**config.mk**
```make
export PLATFORM = sky130hd
export DESIGN_NAME = lop_host
export DESIGN_NICKNAME = d
export VERILOG_FILES = /design/src/lop_pkg.sv /design/src/lop_host.sv
export VERILOG_INCLUDE_DIRS = /design/src /design/src/src
export SDC_FILE = /design/constraint.sdc
export NUM_CORES = 1
export LEC_CHECK = 0
export BUFFER_PORTS_ARGS = -buffer_cell sky130_fd_sc_hd__clkbuf_2
export CAP_MARGIN = 30
export CORE_MARGIN = 8
export CORE_UTILIZATION = 50
export CTS_BUF_LIST = sky130_fd_sc_hd__clkbuf_16
export CTS_CLUSTER_SIZE = 16
export DETAILED_ROUTE_END_ITERATION = 8
export PLACE_DENSITY = 0.79
export SLEW_MARGIN = 20
export SYNTH_ARGS = -nofsm -noshare
export SYNTH_HDL_FRONTEND = slang
export SYNTH_SLANG_ARGS = --single-unit
```
**constraint.sdc**
```tcl
create_clock -name clk_sys -period 2.1 [get_ports clk_sys]
set_input_delay 0.315 -clock clk_sys [delete_from_list [all_inputs] [get_ports clk_sys]]
set_output_delay 0.315 -clock clk_sys [all_outputs]
set_load 0.03 [all_outputs]
```
**src/lop_defs.svh**
```systemverilog
// constants for the latched output port host controller
//
// Functional notes
// - each data write carries one byte; sixteen outputs need two writes.
// - host ends output command by removing strobe; module then drops acknowledge.
// - data write is address phase, then a byte with the data strobe.
// - host ends a data write by removing strobe; acknowledge then drops.
// - all bus data and control lines are active low.
// - address strobe only with an address, data strobe only with data.
`ifndef LOP_DEFS_SVH
`define LOP_DEFS_SVH

// register byte offsets
`define LOP_REG_CTRL 8'h00
`define LOP_REG_DATA 8'h04
`define LOP_REG_ADDR 8'h08
`define LOP_REG_IMAGE 8'h0C
`define LOP_REG_STATUS 8'h10

// control register bits
`define LOP_CTRL_COMMAND 0
`define LOP_CTRL_WRITE 1
`define LOP_CTRL_INIT 2
`define LOP_CTRL_IMAGE 3

// status register bits
`define LOP_STAT_BUSY 0
`define LOP_STAT_TIMEOUT 1
`define LOP_STAT_NEXT_HIGH 2
`define LOP_STAT_REFUSED 3

// reset values
`define LOP_ADDR_RESET 8'h71
`define LOP_DATA_RESET 8'h00
`define LOP_IMAGE_RESET 16'h0000

// timing
`define LOP_CLK_NS 100
`define LOP_SETUP_NS 200
`define LOP_INIT_NS 1000
`define LOP_TIMEOUT_NS 100000
`define LOP_SETUP_CYC ((`LOP_SETUP_NS + `LOP_CLK_NS - 1) / `LOP_CLK_NS)
`define LOP_INIT_CYC ((`LOP_INIT_NS + `LOP_CLK_NS - 1) / `LOP_CLK_NS)
`define LOP_TIMEOUT_CYC (`LOP_TIMEOUT_NS / `LOP_CLK_NS)

`endif

```
**src/lop_pkg.sv**
```systemverilog
// types shared by the latched output port host controller
package lop_pkg;

  // sequencer states, gray coded along the usual path except the LOP_OP_REL to LOP_IDLE step
  typedef enum logic [2:0] {
    LOP_IDLE     = 3'b000,
    LOP_ADDR_SET = 3'b001,
    LOP_ADDR_WT  = 3'b011,
    LOP_ADDR_REL = 3'b010,
    LOP_OP_SET   = 3'b110,
    LOP_OP_WT    = 3'b111,
    LOP_OP_REL   = 3'b101,
    LOP_INIT     = 3'b100
  } lop_state_t;

  // kind of bus operation after the address phase
  typedef enum logic [1:0] {
    LOP_JOB_COMMAND = 2'b00,
    LOP_JOB_WRITE   = 2'b01,
    LOP_JOB_IMAGE   = 2'b10
  } lop_job_t;

endpackage

```
**src/lop_host.sv**
```systemverilog
// host controller driving a latched sixteen line output module over its strobe bus
`timescale 1ns/1ps
`default_nettype none
`include "lop_defs.svh"

module lop_host
  import lop_pkg::*;
#(
  parameter int SETUP_CYC = `LOP_SETUP_CYC,
  parameter int INIT_CYC = `LOP_INIT_CYC,
  parameter int TIMEOUT_CYC = `LOP_TIMEOUT_CYC
) (
  input wire logic clk_sys,
  input wire logic resetn,
  input wire logic ce,
  input wire logic wb_cyc,
  input wire logic wb_stb,
  input wire logic wb_we,
  input wire logic [7:0] wb_adr,
  input wire logic [31:0] wb_dat_w,
  input wire logic [3:0] wb_sel,
  output logic [31:0] wb_dat_r,
  output logic wb_ack,
  output logic [7:0] bus_lines_n,
  output logic address_strobe_n,
  output logic data_strobe_n,
  output logic command_strobe_n,
  output logic initialize_pulse_n,
  input wire logic sync_acknowledge_n
);

  // register file and status
  logic [7:0] data_byte, next_data_byte;
  logic [7:0] mod_addr, next_mod_addr;
  logic [15:0] image, next_image;
  logic timeout_flag, next_timeout_flag;
  logic refused_flag, next_refused_flag;
  logic next_wb_ack;
  logic [31:0] next_wb_dat_r;

  // sequencer state
  lop_state_t state, next_state;
  lop_job_t job, next_job;
  logic [1:0] step, next_step;
  logic [15:0] cnt, next_cnt;
  logic next_high, next_next_high;
  logic [2:0] sync_q, next_sync_q;
  logic ack_seen, next_ack_seen;
  logic [7:0] next_bus_lines_n;
  logic next_address_strobe_n;
  logic next_data_strobe_n;
  logic next_command_strobe_n;
  logic next_initialize_pulse_n;

  // decoded bus access, taken only on the first cycle of a request
  logic wb_req, wr_ctrl, wr_stat, busy;
  logic start_cmd, start_wr, start_init, start_img;
  logic timeout_set, timeout_hit;

  assign wb_req = wb_cyc && wb_stb && !wb_ack;
  assign wr_ctrl = wb_req && wb_we && (wb_adr == `LOP_REG_CTRL) && wb_sel[0];
  assign wr_stat = wb_req && wb_we && (wb_adr == `LOP_REG_STATUS) && wb_sel[0];
  assign busy = (state != LOP_IDLE);
  assign start_cmd = wr_ctrl && !busy && wb_dat_w[`LOP_CTRL_COMMAND];
  assign start_wr = wr_ctrl && !busy && wb_dat_w[`LOP_CTRL_WRITE];
  assign start_init = wr_ctrl && !busy && wb_dat_w[`LOP_CTRL_INIT];
  assign start_img = wr_ctrl && !busy && wb_dat_w[`LOP_CTRL_IMAGE];
  // every wait has the same bound; a missing module shows as timeout, not a hang
  assign timeout_hit = (cnt >= 16'(TIMEOUT_CYC - 1));

  // register slave: one cycle answer, unmapped reads give zero
  always_comb begin
    next_wb_ack = wb_req;
    next_wb_dat_r = 32'h0000_0000;
    next_data_byte = data_byte;
    next_mod_addr = mod_addr;
    next_image = image;
    next_timeout_flag = timeout_flag;
    next_refused_flag = refused_flag;
    if (wb_req && wb_we) begin
      unique case (wb_adr)
        `LOP_REG_DATA: if (wb_sel[0]) next_data_byte = wb_dat_w[7:0];
        `LOP_REG_ADDR: if (wb_sel[0]) next_mod_addr = wb_dat_w[7:0];
        `LOP_REG_IMAGE: begin
          if (wb_sel[0]) next_image[7:0] = wb_dat_w[7:0];
          if (wb_sel[1]) next_image[15:8] = wb_dat_w[15:8];
        end
        default: ;
      endcase
    end else if (wb_req) begin
      unique case (wb_adr)
        `LOP_REG_DATA: next_wb_dat_r = {24'h000000, data_byte};
        `LOP_REG_ADDR: next_wb_dat_r = {24'h000000, mod_addr};
        `LOP_REG_IMAGE: next_wb_dat_r = {16'h0000, image};
        `LOP_REG_STATUS: begin
          next_wb_dat_r[`LOP_STAT_BUSY] = busy;
          next_wb_dat_r[`LOP_STAT_TIMEOUT] = timeout_flag;
          next_wb_dat_r[`LOP_STAT_NEXT_HIGH] = next_high;
          next_wb_dat_r[`LOP_STAT_REFUSED] = refused_flag;
        end
        default: ;
      endcase
    end
    // write one clears; a new event in the same cycle wins
    if (wr_stat && wb_dat_w[`LOP_STAT_TIMEOUT]) next_timeout_flag = 1'b0;
    if (wr_stat && wb_dat_w[`LOP_STAT_REFUSED]) next_refused_flag = 1'b0;
    if (timeout_set) next_timeout_flag = 1'b1;
    if (wr_ctrl && busy && (wb_dat_w[3:0] != 4'h0)) next_refused_flag = 1'b1;
  end

  // register file flops; ce low also holds back the bus answer
  always_ff @(posedge clk_sys) begin
    if (!resetn) begin
      wb_ack <= 1'b0;
      wb_dat_r <= 32'h0000_0000;
      data_byte <= `LOP_DATA_RESET;
      mod_addr <= `LOP_ADDR_RESET;
      image <= `LOP_IMAGE_RESET;
      timeout_flag <= 1'b0;
      refused_flag <= 1'b0;
    end else if (ce) begin
      wb_ack <= next_wb_ack;
      wb_dat_r <= next_wb_dat_r;
      data_byte <= next_data_byte;
      mod_addr <= next_mod_addr;
      image <= next_image;
      timeout_flag <= next_timeout_flag;
      refused_flag <= next_refused_flag;
    end
  end

  // bus sequencer: address phase, then command or byte, each closed by its strobe
  always_comb begin
    next_state = state;
    next_job = job;
    next_step = step;
    next_cnt = cnt;
    next_next_high = next_high;
    next_bus_lines_n = bus_lines_n;
    next_address_strobe_n = address_strobe_n;
    next_data_strobe_n = data_strobe_n;
    next_command_strobe_n = command_strobe_n;
    next_initialize_pulse_n = initialize_pulse_n;
    timeout_set = 1'b0;
    // three stage sampler; the acknowledge level changes only once stages two and three agree
    next_sync_q = {sync_q[1:0], sync_acknowledge_n};
    next_ack_seen = (sync_q[1] == sync_q[2]) ? !sync_q[2] : ack_seen;
    unique case (state)
      LOP_IDLE: begin
        next_cnt = 16'h0000;
        next_step = 2'b00;
        if (start_init) begin
          next_initialize_pulse_n = 1'b0;
          next_state = LOP_INIT;
        end else if (start_cmd || start_wr || start_img) begin
          next_job = start_cmd ? LOP_JOB_COMMAND : (start_wr ? LOP_JOB_WRITE : LOP_JOB_IMAGE);
          next_bus_lines_n = ~mod_addr;
          next_state = LOP_ADDR_SET;
        end
      end
      LOP_ADDR_SET: begin
        // bus lines settle before the strobe so the module decodes a stable address
        next_cnt = cnt + 16'h0001;
        if (cnt >= 16'(SETUP_CYC - 1)) begin
          next_cnt = 16'h0000;
          next_address_strobe_n = 1'b0;
          next_state = LOP_ADDR_WT;
        end
      end
      LOP_ADDR_WT: begin
        next_cnt = cnt + 16'h0001;
        if (ack_seen) begin
          next_cnt = 16'h0000;
          next_address_strobe_n = 1'b1;
          next_state = LOP_ADDR_REL;
        end else if (timeout_hit) begin
          // no module answered: abort this job only, later jobs start afresh
          timeout_set = 1'b1;
          next_cnt = 16'h0000;
          next_address_strobe_n = 1'b1;
          next_bus_lines_n = 8'hFF;
          next_state = LOP_IDLE;
        end
      end
      LOP_ADDR_REL: begin
        // acknowledge must fall before the next strobe, else the module sees one long cycle
        next_cnt = cnt + 16'h0001;
        if (!ack_seen || timeout_hit) begin
          timeout_set = ack_seen;
          next_cnt = 16'h0000;
          // acknowledge stuck low: give up rather than strobe into a busy module
          if (ack_seen) begin
            next_bus_lines_n = 8'hFF;
            next_state = LOP_IDLE;
          end else begin
            // the selected module keeps its select flag for the operation that follows
            if ((job == LOP_JOB_COMMAND) || ((job == LOP_JOB_IMAGE) && (step == 2'b00))) begin
              next_bus_lines_n = 8'hFF;
            end else if (job == LOP_JOB_WRITE) begin
              next_bus_lines_n = ~data_byte;
            end else begin
              next_bus_lines_n = (step == 2'b01) ? ~image[7:0] : ~image[15:8];
            end
            next_state = LOP_OP_SET;
          end
        end
      end
      LOP_OP_SET: begin
        next_cnt = cnt + 16'h0001;
        if (cnt >= 16'(SETUP_CYC - 1)) begin
          next_cnt = 16'h0000;
          if ((job == LOP_JOB_COMMAND) || ((job == LOP_JOB_IMAGE) && (step == 2'b00))) begin
            next_command_strobe_n = 1'b0;
          end else begin
            next_data_strobe_n = 1'b0;
          end
          next_state = LOP_OP_WT;
        end
      end
      LOP_OP_WT: begin
        next_cnt = cnt + 16'h0001;
        if (ack_seen || timeout_hit) begin
          next_cnt = 16'h0000;
          next_command_strobe_n = 1'b1;
          next_data_strobe_n = 1'b1;
          if (ack_seen) begin
            next_state = LOP_OP_REL;
          end else begin
            // steering shadow is left as it was, it may no longer match the module
            timeout_set = 1'b1;
            next_bus_lines_n = 8'hFF;
            next_state = LOP_IDLE;
          end
        end
      end
      LOP_OP_REL: begin
        next_cnt = cnt + 16'h0001;
        if (!ack_seen || timeout_hit) begin
          timeout_set = ack_seen;
          next_cnt = 16'h0000;
          next_bus_lines_n = 8'hFF;
          // track the module's steering: command clears it, each byte toggles it
          if (!command_strobe_n || (job == LOP_JOB_COMMAND) || ((job == LOP_JOB_IMAGE) && (step == 2'b00))) begin
            next_next_high = 1'b0;
          end else begin
            next_next_high = !next_high;
          end
          if ((job == LOP_JOB_IMAGE) && (step != 2'b10) && !ack_seen) begin
            // every byte of an image needs its own address phase
            next_step = step + 2'b01;
            next_bus_lines_n = ~mod_addr;
            next_state = LOP_ADDR_SET;
          end else begin
            next_state = LOP_IDLE;
          end
        end
      end
      LOP_INIT: begin
        // the module gives no acknowledge to initialize, so the pulse is timed
        next_cnt = cnt + 16'h0001;
        if (cnt >= 16'(INIT_CYC - 1)) begin
          next_cnt = 16'h0000;
          next_initialize_pulse_n = 1'b1;
          next_next_high = 1'b0;
          next_state = LOP_IDLE;
        end
      end
    endcase
  end

  // sequencer registers; ce low holds the strobes exactly where they are
  always_ff @(posedge clk_sys) begin
    if (!resetn) begin
      state <= LOP_IDLE;
      job <= LOP_JOB_COMMAND;
      step <= 2'b00;
      cnt <= 16'h0000;
      next_high <= 1'b0;
      sync_q <= 3'b111;
      ack_seen <= 1'b0;
      bus_lines_n <= 8'hFF;
      address_strobe_n <= 1'b1;
      data_strobe_n <= 1'b1;
      command_strobe_n <= 1'b1;
      initialize_pulse_n <= 1'b1;
    end else if (ce) begin
      state <= next_state;
      job <= next_job;
      step <= next_step;
      cnt <= next_cnt;
      next_high <= next_next_high;
      sync_q <= next_sync_q;
      ack_seen <= next_ack_seen;
      bus_lines_n <= next_bus_lines_n;
      address_strobe_n <= next_address_strobe_n;
      data_strobe_n <= next_data_strobe_n;
      command_strobe_n <= next_command_strobe_n;
      initialize_pulse_n <= next_initialize_pulse_n;
    end
  end

endmodule
`default_nettype wire

```
Word-level counts from Yosys, hierarchy flattened --
Index checks and enable logic that the tools add are counted.
Cells by class: $add $sub $neg 2, equal/unequal tests 33, $lt $le $gt $ge 3, bitwise operators 5, reductions and logical operators 64, mux-type cells 72
Operators by type and width (number):
- two-way mux 16 bit | 8
- two-way mux 8 bit | 13
- case mux 16 bit (6 select lines) | 1
- case mux 8 bit (5 select lines) | 1
- two-way mux 3 bit | 12
- case mux 12 bit (3 select lines) | 1
- AND reduction 4 bit | 9
- inequality test 2 bit (second input constant) | 16
- inverter 8 bit | 4
- case mux 3 bit (8 select lines) | 1
- two-way mux 1 bit | 23
- logical AND 1 bit | 19
- adder 16 x 1 -> 16 bit (second input constant) | 1
- == test 8 x 4 -> 1 bit (second input constant) | 2
- greater-or-equal comparator 16 x 1 -> 1 bit (second input constant) | 1
- greater-or-equal comparator 16 x 10 -> 1 bit (second input constant) | 1
- greater-or-equal comparator 16 x 4 -> 1 bit (second input constant) | 1
- case mux 4 bit (4 select lines) | 1
- nonzero test 2 bit | 7
- == test 3 bit (second input constant) | 4
- case mux 1 bit (2 select lines) | 5
- AND reduction 10 bit | 1
- AND reduction 5 bit | 2
- AND reduction 9 bit | 1
- other kinds (23) | 44
Word-level totals: flip-flop bits (word level) 107, output and inout bits 45, input bits 51

Longest topological paths before layout --
Gate-level depths: netlist (run 1).
depth after elaboration 12, depth in mapped cells 8, gate-level depth less buffers 8

Worst setup path before layout (run 1) --
No wires, ideal clock.
path kind flip-flop to flip-flop, start register cnt[1], end register cnt[5], clock period less this slack 2.092 ns, data required time 2.038 ns, setup time 0.062 ns, cell stages (with the launch flop) 9, data arrival time 2.030 ns, path slack 0.008 ns, path buffers 0, path through dfxtp_1 > inv_1 > ha_1 > or3b_1 > a2111oi_1 > a21oi_1 > o21a_1 > or3_1 > nand3_1
On the way: cells in the longest elaborated chain, start to end 4, elaborated cells between the ends (all ways) 13
RTL lines:
- start, declared | line lop_host.sv:45 | logic [15:0] cnt, next_cnt;
- start signal, assigned | line lop_host.sv:290 | cnt <= next_cnt;
- adder 16 x 1 -> 16 bit or greater-or-equal comparator 16 x 10 -> 1 bit (tied branches)
- two-way mux 16 bit, or another cell as far along | line lop_host.sv:176 | end else if (timeout_hit) begin
- two-way mux 16 bit (on tied branches)
- case mux 16 bit (6 select lines) (*) | line lop_host.sv:148 | unique case (state)
Mark *: on every way between the ends. The rest lies on a longest branch, timed or not. A chain may end at the register's enable or synchronous reset.

Final worst setup path (run 1) --
Same ends and word-level chain as after synthesis.

==> results.py, run 1 <==
metrics = {
    "run_status": {
        "status": "complete, no violations",
    },
    "drt": {
        "drtAntennaViolNets": 0,
        "vias_per_cell": 5.73,
        "wl_per_cell_um": 17.2,
        "routed_wl_um": 13300,
        "vias": 4414,
        "drt_first_pass_iters": 8,
        "drc": 0,
        "drt_iter0_markers": 333,
    },
    "logic_synthesis": {
        "yosysSeqAreaShare_pct": 38.6,
        "synth_top_area_cell": "dfxtp_1",
        "synth_top_cell_area_share_pct": 38.6,
        "synth_area_leaders": "dfxtp_1 39%, nand2_1 6.8%, mux2i_1 6.1%, nor2b_1 4.2%, a21boi_0 4.0%",
        "yosys_warnings": 0,
        "synth.distinct_cells": 67,
        "syn_area_per_cell_um2": 8.47,
        "netlist_area_mm2": 0.00472,
        "ys_dominant_reg_cell": "dfxtp_1",
        "synth-seq-cells": 91,
        "async_flop_share_pct": 0,
        "synth_edf_count": 0,
        "synthCells": 558,
    },
    "power_and_ir_drop": {
        "p_sw_mw": 1.38,
        "combPwrFrac_pct": 24.4,
        "powerDensity_mw_per_mm2": 790,
        "ir_worst_vdd_uv": 436,
        "p_leak_nw": 2.36,
        "power_frac_clock_pct": 35.3,
        "pwr-share-seq_pct": 40.3,
        "p_int_mw": 3.19,
        "power.total_mw": 4.57,
        "swShare_pct": 30.2,
    },
    "floorplan": {
        "die_height_um": 113,
        "core_area_mm2": 0.00920,
        "die_x_um": 113,
        "fp-row-count": 35,
        "die-area_mm2": 0.0128,
        "start_util_pct": 51.4,
        "ios": 96,
    },
    "clocking": {
        "cts_buffer_depth": 2,
        "cts_num_sinks": 91,
        "cts_tree": "yes",
        "root_buffer": "clkbuf_16",
        "htreeDepth": 3,
        "postCtsHoldBufs": 0,
        "clk_latency_ns": 0.33,
        "cts.clk_slew.worst_paths_ns": 0.07,
        "numCtsBuffers": 9,
    },
    "final_layout": {
        "ff_latch_area_mm2": 0.00183,
        "diodes": 0,
        "num-fill-cells": 765,
        "fin_nets": 713,
        "multi_input_area_mm2": 0.00272,
        "layout-area-overhead-vs-synth_pct": 22.5,
        "drive_gt1_share_pct": 25.6,
    },
    "critical_path": {
        "max_stage_delay_ns": 0.53,
        "path_buf_inv": 0,
        "critPathKind": "reg -> reg",
        "start_kind": "flop",
        "crit_chain": "ha_4 -> a211oi_4 -> nor3b_2 -> or4_4 -> o21a_1 -> or3_1 -> nand3_1",
        "crit_family": "simple AND/OR/NAND/NOR gates",
        "crit_slowest_cell": "or4_4",
        "path_max_fanout": 4,
        "required_ns": 2.37,
        "crit_arrival_ns": 2.32,
        "endpoint_kind": "flop",
    },
    "global_route": {
        "grt_pass1_wl_um": 21000,
        "grt_usage_pct": 20.3,
        "globalRouteOverflowTotal": 0,
        "first_global_vias": 4374,
        "grt_max_degree": 48,
        "antenna_found_initial": 0,
    },
    "sta": {
        "tns_ns": 0,
        "hold_violations": 0,
        "period_minus_slack_ns": 2.05,
        "setup_viol": 0,
        "whs_ns": 0.206,
        "drv_slew": 0,
        "tightest_slew_ns": 0.660,
        "relSlewSlack_pct": 56.0,
        "skew_ns": 0.00643,
        "max_freq_ghz": 0.489,
        "post-route-period-util_pct": 97.4,
        "rsz0062_at_grt": "yes",
    },
    "worst_hold_path": {
        "hold_path.class": "in -> reg",
    },
    "flow_run": {
        "max_cap_viol_count": 0,
    },
    "placed_design": {
        "place.gp.congestion": 0.965,
        "dp_hpwl_um": 10000,
        "io_buffers": 61,
    },
}
[cells in the final DEF, fill, tap and decap left out, drive strengths merged, types with 3 or more instances in the layout]
cell,Yosys,layout
nand4,8,8
dfxtp,91,91
conb,1,16
nor4,4,4
a21boi,27,27
clkinv,0,4
and3,5,5
nand2b,6,6
or3,5,5
nand2,86,86
nor2b,32,32
a21o,5,5
buf,29,59
o21ai,13,13
mux2i,29,29
a222oi,4,4
or4,5,5
nor2,25,25
ha,6,6
inv,9,9
nand3,35,35
a21oi,36,36
a22oi,5,5
and2,11,11
xor2,3,3
clkbuf,19,70
nor3,9,9
mux2,4,4
a211oi,12,12
[worst register-to-register path, cell delays in order (launching register included)]
cell and delay, ns:
dfxtp_4 0.36, ha_4 0.18, a211oi_4 0.26, nor3b_2 0.08
or4_4 0.53, o21a_1 0.16, or3_1 0.32, nand3_1 0.09
[metrics by stage]
stage | setup slack (ns) | cell area [um2] | instances | util (%)
3_3_place_gp | -0.0510 | 5370 | 753 | 58.4
2_1_floorplan | 0.00828 | 4780 | 573 | -
6_report | 0.0548 | 5790 | 771 | 62.9
4_1_cts | 0.00499 | 5710 | 770 | 62.1
3_5_place_dp | -0.102 | 5380 | 754 | 58.5
5_1_grt | -0.0335 | 5790 | 771 | 62.9
[registers in the layout, summed over array words and instances, names as in the netlist, 2 cells and up]
signal	cells
cnt	16
image	16
wb_dat_r	16
bus_lines_n	8
data_byte	8
mod_addr	8
state	3
sync_q	3
job	2
step	2
[worst paths after layout]
| check | slack [ns] | cells after the start | end | startpoint |
|---|---|---|---|---|
| min | 0.21 | 3 | sync_q[0] | sync_acknowledge_n |
| min reg2reg | 0.45 | 1 | wb_dat_r[0] | wb_dat_r[0] |
| max | 0.05 | 7 | cnt[5] | cnt[1] |
| max reg2reg | 0.05 | 7 | cnt[5] | cnt[1] |
[cells in the mapped netlist (all sizes together) (3+ instances only)]
| library cell | n |
|---|---|
| a211oi | 12 |
| and2 | 11 |
| a21boi | 27 |
| a222oi | 4 |
| or3 | 5 |
| o21ai | 13 |
| dfxtp | 91 |
| buf | 29 |
| nor4 | 4 |
| xor2 | 3 |
| nor2 | 25 |
| nand2b | 6 |
| a21o | 5 |
| or4 | 5 |
| mux2i | 29 |
| and3 | 5 |
| nand4 | 8 |
| a22oi | 5 |
| ha | 6 |
| mux2 | 4 |
| clkbuf | 19 |
| nand3 | 35 |
| inv | 9 |
| nand2 | 86 |
| nor3 | 9 |
| nor2b | 32 |
| a21oi | 36 |
[timing repair]
| action | CTS | global route |
|---|---|---|
| setup buffers | 1 | 1 |
| resized for setup | 5 | 18 |
| endpoints found under the setup margin | 10 | 19 |
| pin swaps | 1 | 5 |
[cell type report]
| cell class | count | area share, % |
|---|---|---|
| Multi-Input combinational cell | 425 | 46.9 |
| Timing Repair Buffer | 120 | 13.4 |
| Tap cell | 111 | 2.40 |
| Inverter | 9 | 0.584 |
| Clock inverter | 6 | 1.17 |
| Clock buffer | 9 | 3.89 |
| Sequential cell | 91 | 31.7 |
[routing by layer]
layer | track usage [%] | vias up | share of wire, %
met3 | 4.53 | 22 | 7.2
met1 | 23.8 | 2082 | 41
met4 | 8.44 | 0 | 2.4
li1 | - | 2139 | -
met2 | 34.7 | 171 | 49
met5 | 0 | - | 0
[power by group through the flow]
stage | Clock (mW) | Sequential (mW) | Combinational (mW)
finish | 1.61 | 1.84 | 1.12
global placement | 0 | 1.87 | 1.01
global route | 1.72 | 1.85 | 1.20
detailed placement | 0 | 1.87 | 1.02
CTS | 1.65 | 1.83 | 1.07
floorplan | 0 | 1.90 | 0.625
[cells by family after synthesis]
| kind of cell | after synthesis | share of synthesized area (%) |
|---|---|---|
| AOI/OAI and AO/OA | 124 | 18.4 |
| xor gates and xnor gates | 3 | 0.556 |
| adders and majority gates | 6 | 1.59 |
| buffers and inverters | 57 | 6.99 |
| DFF | 91 | 38.6 |
| muxes | 33 | 7.10 |
| other | 1 | 0.0794 |
| and+or+nand+nor | 243 | 26.7 |
Power figures use the tool's default switching activity.
==> run 2, diff against run 1 <==
- BUFFER_PORTS_ARGS: -buffer_cell sky130_fd_sc_hd__clkbuf_2 -> unset
- DONT_BUFFER_PORTS: unset -> 1
- PLACE_DENSITY: 0.79 -> 0.7
==> run 2 against run 1 <==
Power shrank 4.4%. Setup slack lost 0.0056 ns. Routed wire length shrank 9.3%. Via count shrank 8.4%. Non-clock buffer count shrank 86. Worst hold slack lost 0.15 ns. Final cell count shrank 11%. Maximum frequency shrank 0.27%. Flip-flop and latch count is the same. Design area shrank 8.5%. Register-to-register slack is essentially flat. Sequential share of layout area grew 2.9 points. Critical path type unchanged. Highest routed layer unchanged.
==> results.py, run 2 (synthesis gave the netlist of run 1 again) <==
metrics = {
    "global_route": {
        "grt_pass1_wl_um": 19500,
        "globalRouteOverflowTotal": 0,
        "grt_usage_pct": 18.8,
        "antenna_found_initial": 0,
        "grt_max_degree": 75,
        "first_global_vias": 4000,
    },
    "clocking": {
        "cts_tree": "yes",
        "cts_buffer_depth": 2,
        "cts_num_sinks": 91,
        "htreeDepth": 3,
        "numCtsBuffers": 9,
        "clk_latency_ns": 0.34,
        "cts.clk_slew.worst_paths_ns": 0.06,
        "postCtsHoldBufs": 0,
        "root_buffer": "clkbuf_16",
    },
    "critical_path": {
        "reg2reg_to": "cnt[0]",
        "path_buf_inv": 2,
        "crit_arrival_ns": 2.30,
        "crit_chain": "inv_1 -> ha_1 -> or3b_4 -> a2111oi_4 -> a21oi_4 -> o32ai_4 -> buf_4 -> nand3_1 -> a21boi_0",
        "r2r_cells": 9,
        "rrSetupSlack_ns": 0.05,
        "critPathLaunch": "cnt[1]",
        "endpoint_kind": "flop",
        "crit_family": "compound AO/OA/AOI/OAI gates",
        "critPathKind": "reg -> reg",
        "required_ns": 2.35,
        "start_kind": "flop",
        "reg2reg_from": "cnt[1]",
        "max_stage_delay_ns": 0.39,
        "path_max_fanout": 5,
        "crit_slowest_cell": "or3b_4",
    },
    "worst_hold_path": {
        "min_from": "resetn",
        "hold-path-endpoint": "initialize_pulse_n",
        "holdPathStages": 1,
        "hold_path.class": "in -> reg",
    },
    "sta": {
        "hold_violations": 0,
        "skew_ns": 0.00734,
        "post-route-period-util_pct": 97.7,
        "relSlewSlack_pct": 60.8,
        "fin_ws_ns": 0.0492,
        "drv_slew": 0,
        "tightest_slew_ns": 0.588,
        "whs_ns": 0.0549,
        "period_minus_slack_ns": 2.05,
        "setup_viol": 0,
        "max_freq_ghz": 0.488,
    },
    "drt": {
        "drc": 0,
        "wl_per_cell_um": 17.5,
        "drtAntennaViolNets": 0,
        "drt_iter0_markers": 358,
        "vias_per_cell": 5.90,
        "drt_first_pass_iters": 5,
        "routed_wl_um": 12000,
        "vias": 4044,
    },
    "final_layout": {
        "layout-area-overhead-vs-synth_pct": 12.0,
        "final_common_cell": "dfxtp_1",
        "fin_nets": 627,
        "drive_gt1_share_pct": 13.6,
        "instances_no_fill": 686,
        "largestRegisters": "cnt x16, image x16, wb_dat_r x16",
        "final_cell_mix": "87 x dfxtp_1, 85 x nand2_1, 35 x nand3_1, 35 x a21oi_1, 32 x nor2b_1",
        "num-fill-cells": 833,
        "final_util_pct": 57.6,
        "diodes": 0,
    },
    "floorplan": {
        "die_height_um": 113,
        "ios": 96,
        "start_util_pct": 51.4,
        "die_x_um": 113,
        "die-area_mm2": 0.0128,
        "core_area_mm2": 0.00920,
        "fp-row-count": 35,
    },
    "power_and_ir_drop": {
        "power.total_mw": 4.37,
        "powerDensity_mw_per_mm2": 826,
        "ir_worst_vdd_uv": 527,
        "p_leak_nw": 1.98,
    },
    "placed_design": {
        "dp_hpwl_um": 8750,
        "dp_slack_ns": -0.0983,
        "dp.cells": 669,
        "io_buffers": 0,
        "place.gp.congestion": 0.874,
    },
    "run_status": {
        "status": "complete, no violations",
    },
    "flow_run": {
        "max_cap_viol_count": 0,
    },
}
run 2: how the worst max path moves through the flow:
stage             end  cells after the start
3_3_place_gp   cnt[5]                      7
2_1_floorplan  cnt[5]                      8
5_1_grt        cnt[0]                      9
4_1_cts        cnt[9]                      8
3_5_place_dp   cnt[9]                      8
6_report       cnt[0]                      9
run 2: routing by layer:
layer	track usage [%]	vias to the layer above	share of wire [%]
met5	0	-	0
met4	8.17	0	2.1
met3	5.64	21	7.7
met2	32.2	132	50
met1	21.3	1929	40
li1	-	1962	-
run 2: through the flow:
step	area (um2)	setup TNS [ns]
floorplan	4780	0
global placement	4900	-0.0217
detailed placement	4900	-0.463
CTS	5210	0
global route	5290	-0.125
finish	5290	0
run 2: repair_timing:
item / CTS / global route
setup buffers: 0 / 1
endpoints found under the setup margin: 15 / 18
resized for setup: 5 / 15
pin swaps: 1 / 8
endpoints found under the hold margin: 0 / 0
run 2: cell type report:
class | instances | area [um2] | area share, %
clock buffers | 9 | 225 | 4.26
flip-flops and latches | 91 | 1830 | 34.6
inverters | 9 | 33.8 | 0.638
multi-input cells | 425 | 2710 | 51.2
repair buffers | 34 | 284 | 5.37
well taps | 111 | 139 | 2.62
clock inverters | 7 | 68.8 | 1.30
run 2: power breakdown:
part	leakage, nW	internal (mW)	switching [mW]	total, mW
sequential	0.737	1.78	0.129	1.91
combinational	1.11	0.405	0.456	0.861
clock	0.133	0.916	0.687	1.60
total	1.98	3.10	1.27	4.37
==> run 3, diff against run 2 <==
- MAX_ROUTING_LAYER: unset -> met4
==> run 3 against run 2 <==
Global-route usage increased by 0.97 points. Flip-flop and latch count unchanged. Largest cell class unchanged. Clock skew decreased by 0.0036 ns. Critical path depth decreased by 3. Count of clock-buffer cells in the layout is the same. Power is 2.4% higher. First-iteration DRC count is 3.1% higher. Maximum frequency increased by 0.72%. Worst hold slack improved by 0.014 ns. Combinational power about the same. Routed wire length up 1.2%. Via count fell by 0.17%.
==> results.py, run 3 (synthesis gave the netlist of run 1 again) <==
metrics = {
    "run_status": {
        "status": "complete, no violations",
    },
    "floorplan": {
        "die_height_um": 113,
        "start_util_pct": 51.4,
        "fp-row-count": 35,
        "die_x_um": 113,
        "die-area_mm2": 0.0128,
        "ios": 96,
        "core_area_mm2": 0.00920,
    },
    "critical_path": {
        "endpoint_kind": "flop",
        "crit_chain": "inv_1 -> nor3_1 -> a21oi_4 -> o21a_1 -> or3_1 -> nand3_1",
        "required_ns": 2.38,
        "crit_slowest_cell": "dfxtp_1",
        "r2r_cells": 6,
        "crit_arrival_ns": 2.31,
        "path_max_fanout": 11,
        "endpoint": "cnt[5]",
        "start_kind": "flop",
        "critPathLaunch": "state[2]",
        "max_stage_delay_ns": 0.57,
        "critPathKind": "reg -> reg",
        "reg2reg_from": "state[2]",
        "reg2reg_to": "cnt[5]",
        "rrSetupSlack_ns": 0.06,
    },
    "sta": {
        "post-route-period-util_pct": 97.0,
        "drv_slew": 0,
        "hold_violations": 0,
        "fin_ws_ns": 0.0638,
        "relSlewSlack_pct": 61.9,
        "max_freq_ghz": 0.491,
        "period_minus_slack_ns": 2.04,
        "skew_ns": 0.00375,
        "rsz0062_at_grt": "yes",
        "setup_viol": 0,
        "tightest_slew_ns": 0.571,
    },
    "clocking": {
        "cts.clk_slew.worst_paths_ns": 0.06,
        "cts_tree": "yes",
        "cts_buffer_depth": 2,
        "htreeDepth": 3,
        "postCtsHoldBufs": 0,
        "root_buffer": "clkbuf_16",
        "numCtsBuffers": 9,
        "clk_latency_ns": 0.33,
        "cts_num_sinks": 91,
    },
    "placed_design": {
        "dp_hpwl_um": 8990,
        "dpl-instance-area_mm2": 0.00490,
        "dp_slack_ns": -0.0519,
        "io_buffers": 0,
        "place.gp.congestion": 0.892,
    },
    "drt": {
        "wl_met3_um": 873,
        "routed_wl_um": 12200,
        "vias": 4037,
        "drc": 0,
        "wl_met1_um": 4810,
        "drtAntennaViolNets": 0,
        "highest_layer": "met4",
        "wl_per_cell_um": 17.8,
        "drt_first_pass_iters": 5,
        "drt_iter0_markers": 369,
        "vias_per_cell": 5.89,
        "met2_length_um": 6200,
    },
    "final_layout": {
        "final_common_cell": "dfxtp_1",
        "drive_gt1_share_pct": 13.9,
        "diodes": 0,
        "fin_nets": 627,
        "num-fill-cells": 807,
        "final_cell_area_mm2": 0.00530,
        "layout-area-overhead-vs-synth_pct": 12.2,
        "largestRegisters": "cnt x16, image x16, wb_dat_r x16",
        "final_cell_mix": "86 x dfxtp_1, 85 x nand2_1, 35 x nand3_1, 35 x a21oi_1",
    },
    "power_and_ir_drop": {
        "power.total_mw": 4.48,
        "ir_worst_vdd_uv": 497,
        "p_leak_nw": 2.00,
        "powerDensity_mw_per_mm2": 845,
    },
    "global_route": {
        "globalRouteOverflowTotal": 0,
        "grt_max_degree": 75,
        "grt_usage_pct": 19.8,
        "grt_pass1_wl_um": 19800,
        "antenna_found_initial": 0,
        "first_global_vias": 3970,
    },
    "flow_run": {
        "max_cap_viol_count": 0,
    },
    "worst_hold_path": {
        "hold_path.class": "in -> reg",
    },
}
run 3: how the worst min path moves through the flow:
stage	from	cells after the start	slack (ns)	end
6_report	resetn	1	0.07	sync_q[1]
3_3_place_gp	resetn	1	0.39	sync_q[1]
2_1_floorplan	cnt[13]	1	0.43	cnt[13]
4_1_cts	resetn	1	0.04	sync_q[1]
3_5_place_dp	resetn	1	0.39	sync_q[1]
5_1_grt	resetn	1	0.04	bus_lines_n[2]
run 3: critical path, delay by kind of cell (launching register included):
kind	cells	cell delay (ns)
AOI/OAI and AO/OA	2	0.35
buffers and inverters	1	0.16
DFF	1	0.57
and+or+nand+nor	3	0.89
run 3: timing repair:
action,in CTS,in global routing
pin swaps,0,2
cloned,0,0
setup buffers,0,1
gates resized for setup,4,15
setup endpoints to repair,7,20
run 3: cell type report:
class,count,area [um2],share of cell area [%]
clock buffers,9,225,4.25
flip-flops and latches,91,1830,34.6
well taps,111,139,2.62
inverters,9,33.8,0.638
repair buffers,34,280,5.29
clock inverters,6,90.1,1.70
multi-input cells,425,2700,50.9
run 3: report_power, final:
group | total, mW | leakage, nW | switching, mW | internal, mW
registers | 1.91 | 0.737 | 0.131 | 1.78
clock network | 1.71 | 0.154 | 0.670 | 1.04
logic | 0.858 | 1.10 | 0.457 | 0.402
total | 4.48 | 2.00 | 1.26 | 3.22
run 3: stage by stage:
stage	utilization (%)	TNS, ns	instances	hold slack [ns]
floorplan	-	0	573	0.431
global placement	53.2	-0.274	669	0.390
detailed placement	53.2	-0.406	669	0.391
CTS	56.8	0	684	0.0416
global route	57.6	-0.0520	685	0.0374
finish	57.6	0	685	0.0693
run 3: routing by layer:
layer,vias to the layer above,GRT usage (%)
li1,1961,-
met1,1929,21.0
met2,125,34.0
met3,22,5.54
met4,0,8.35
met5,-,-
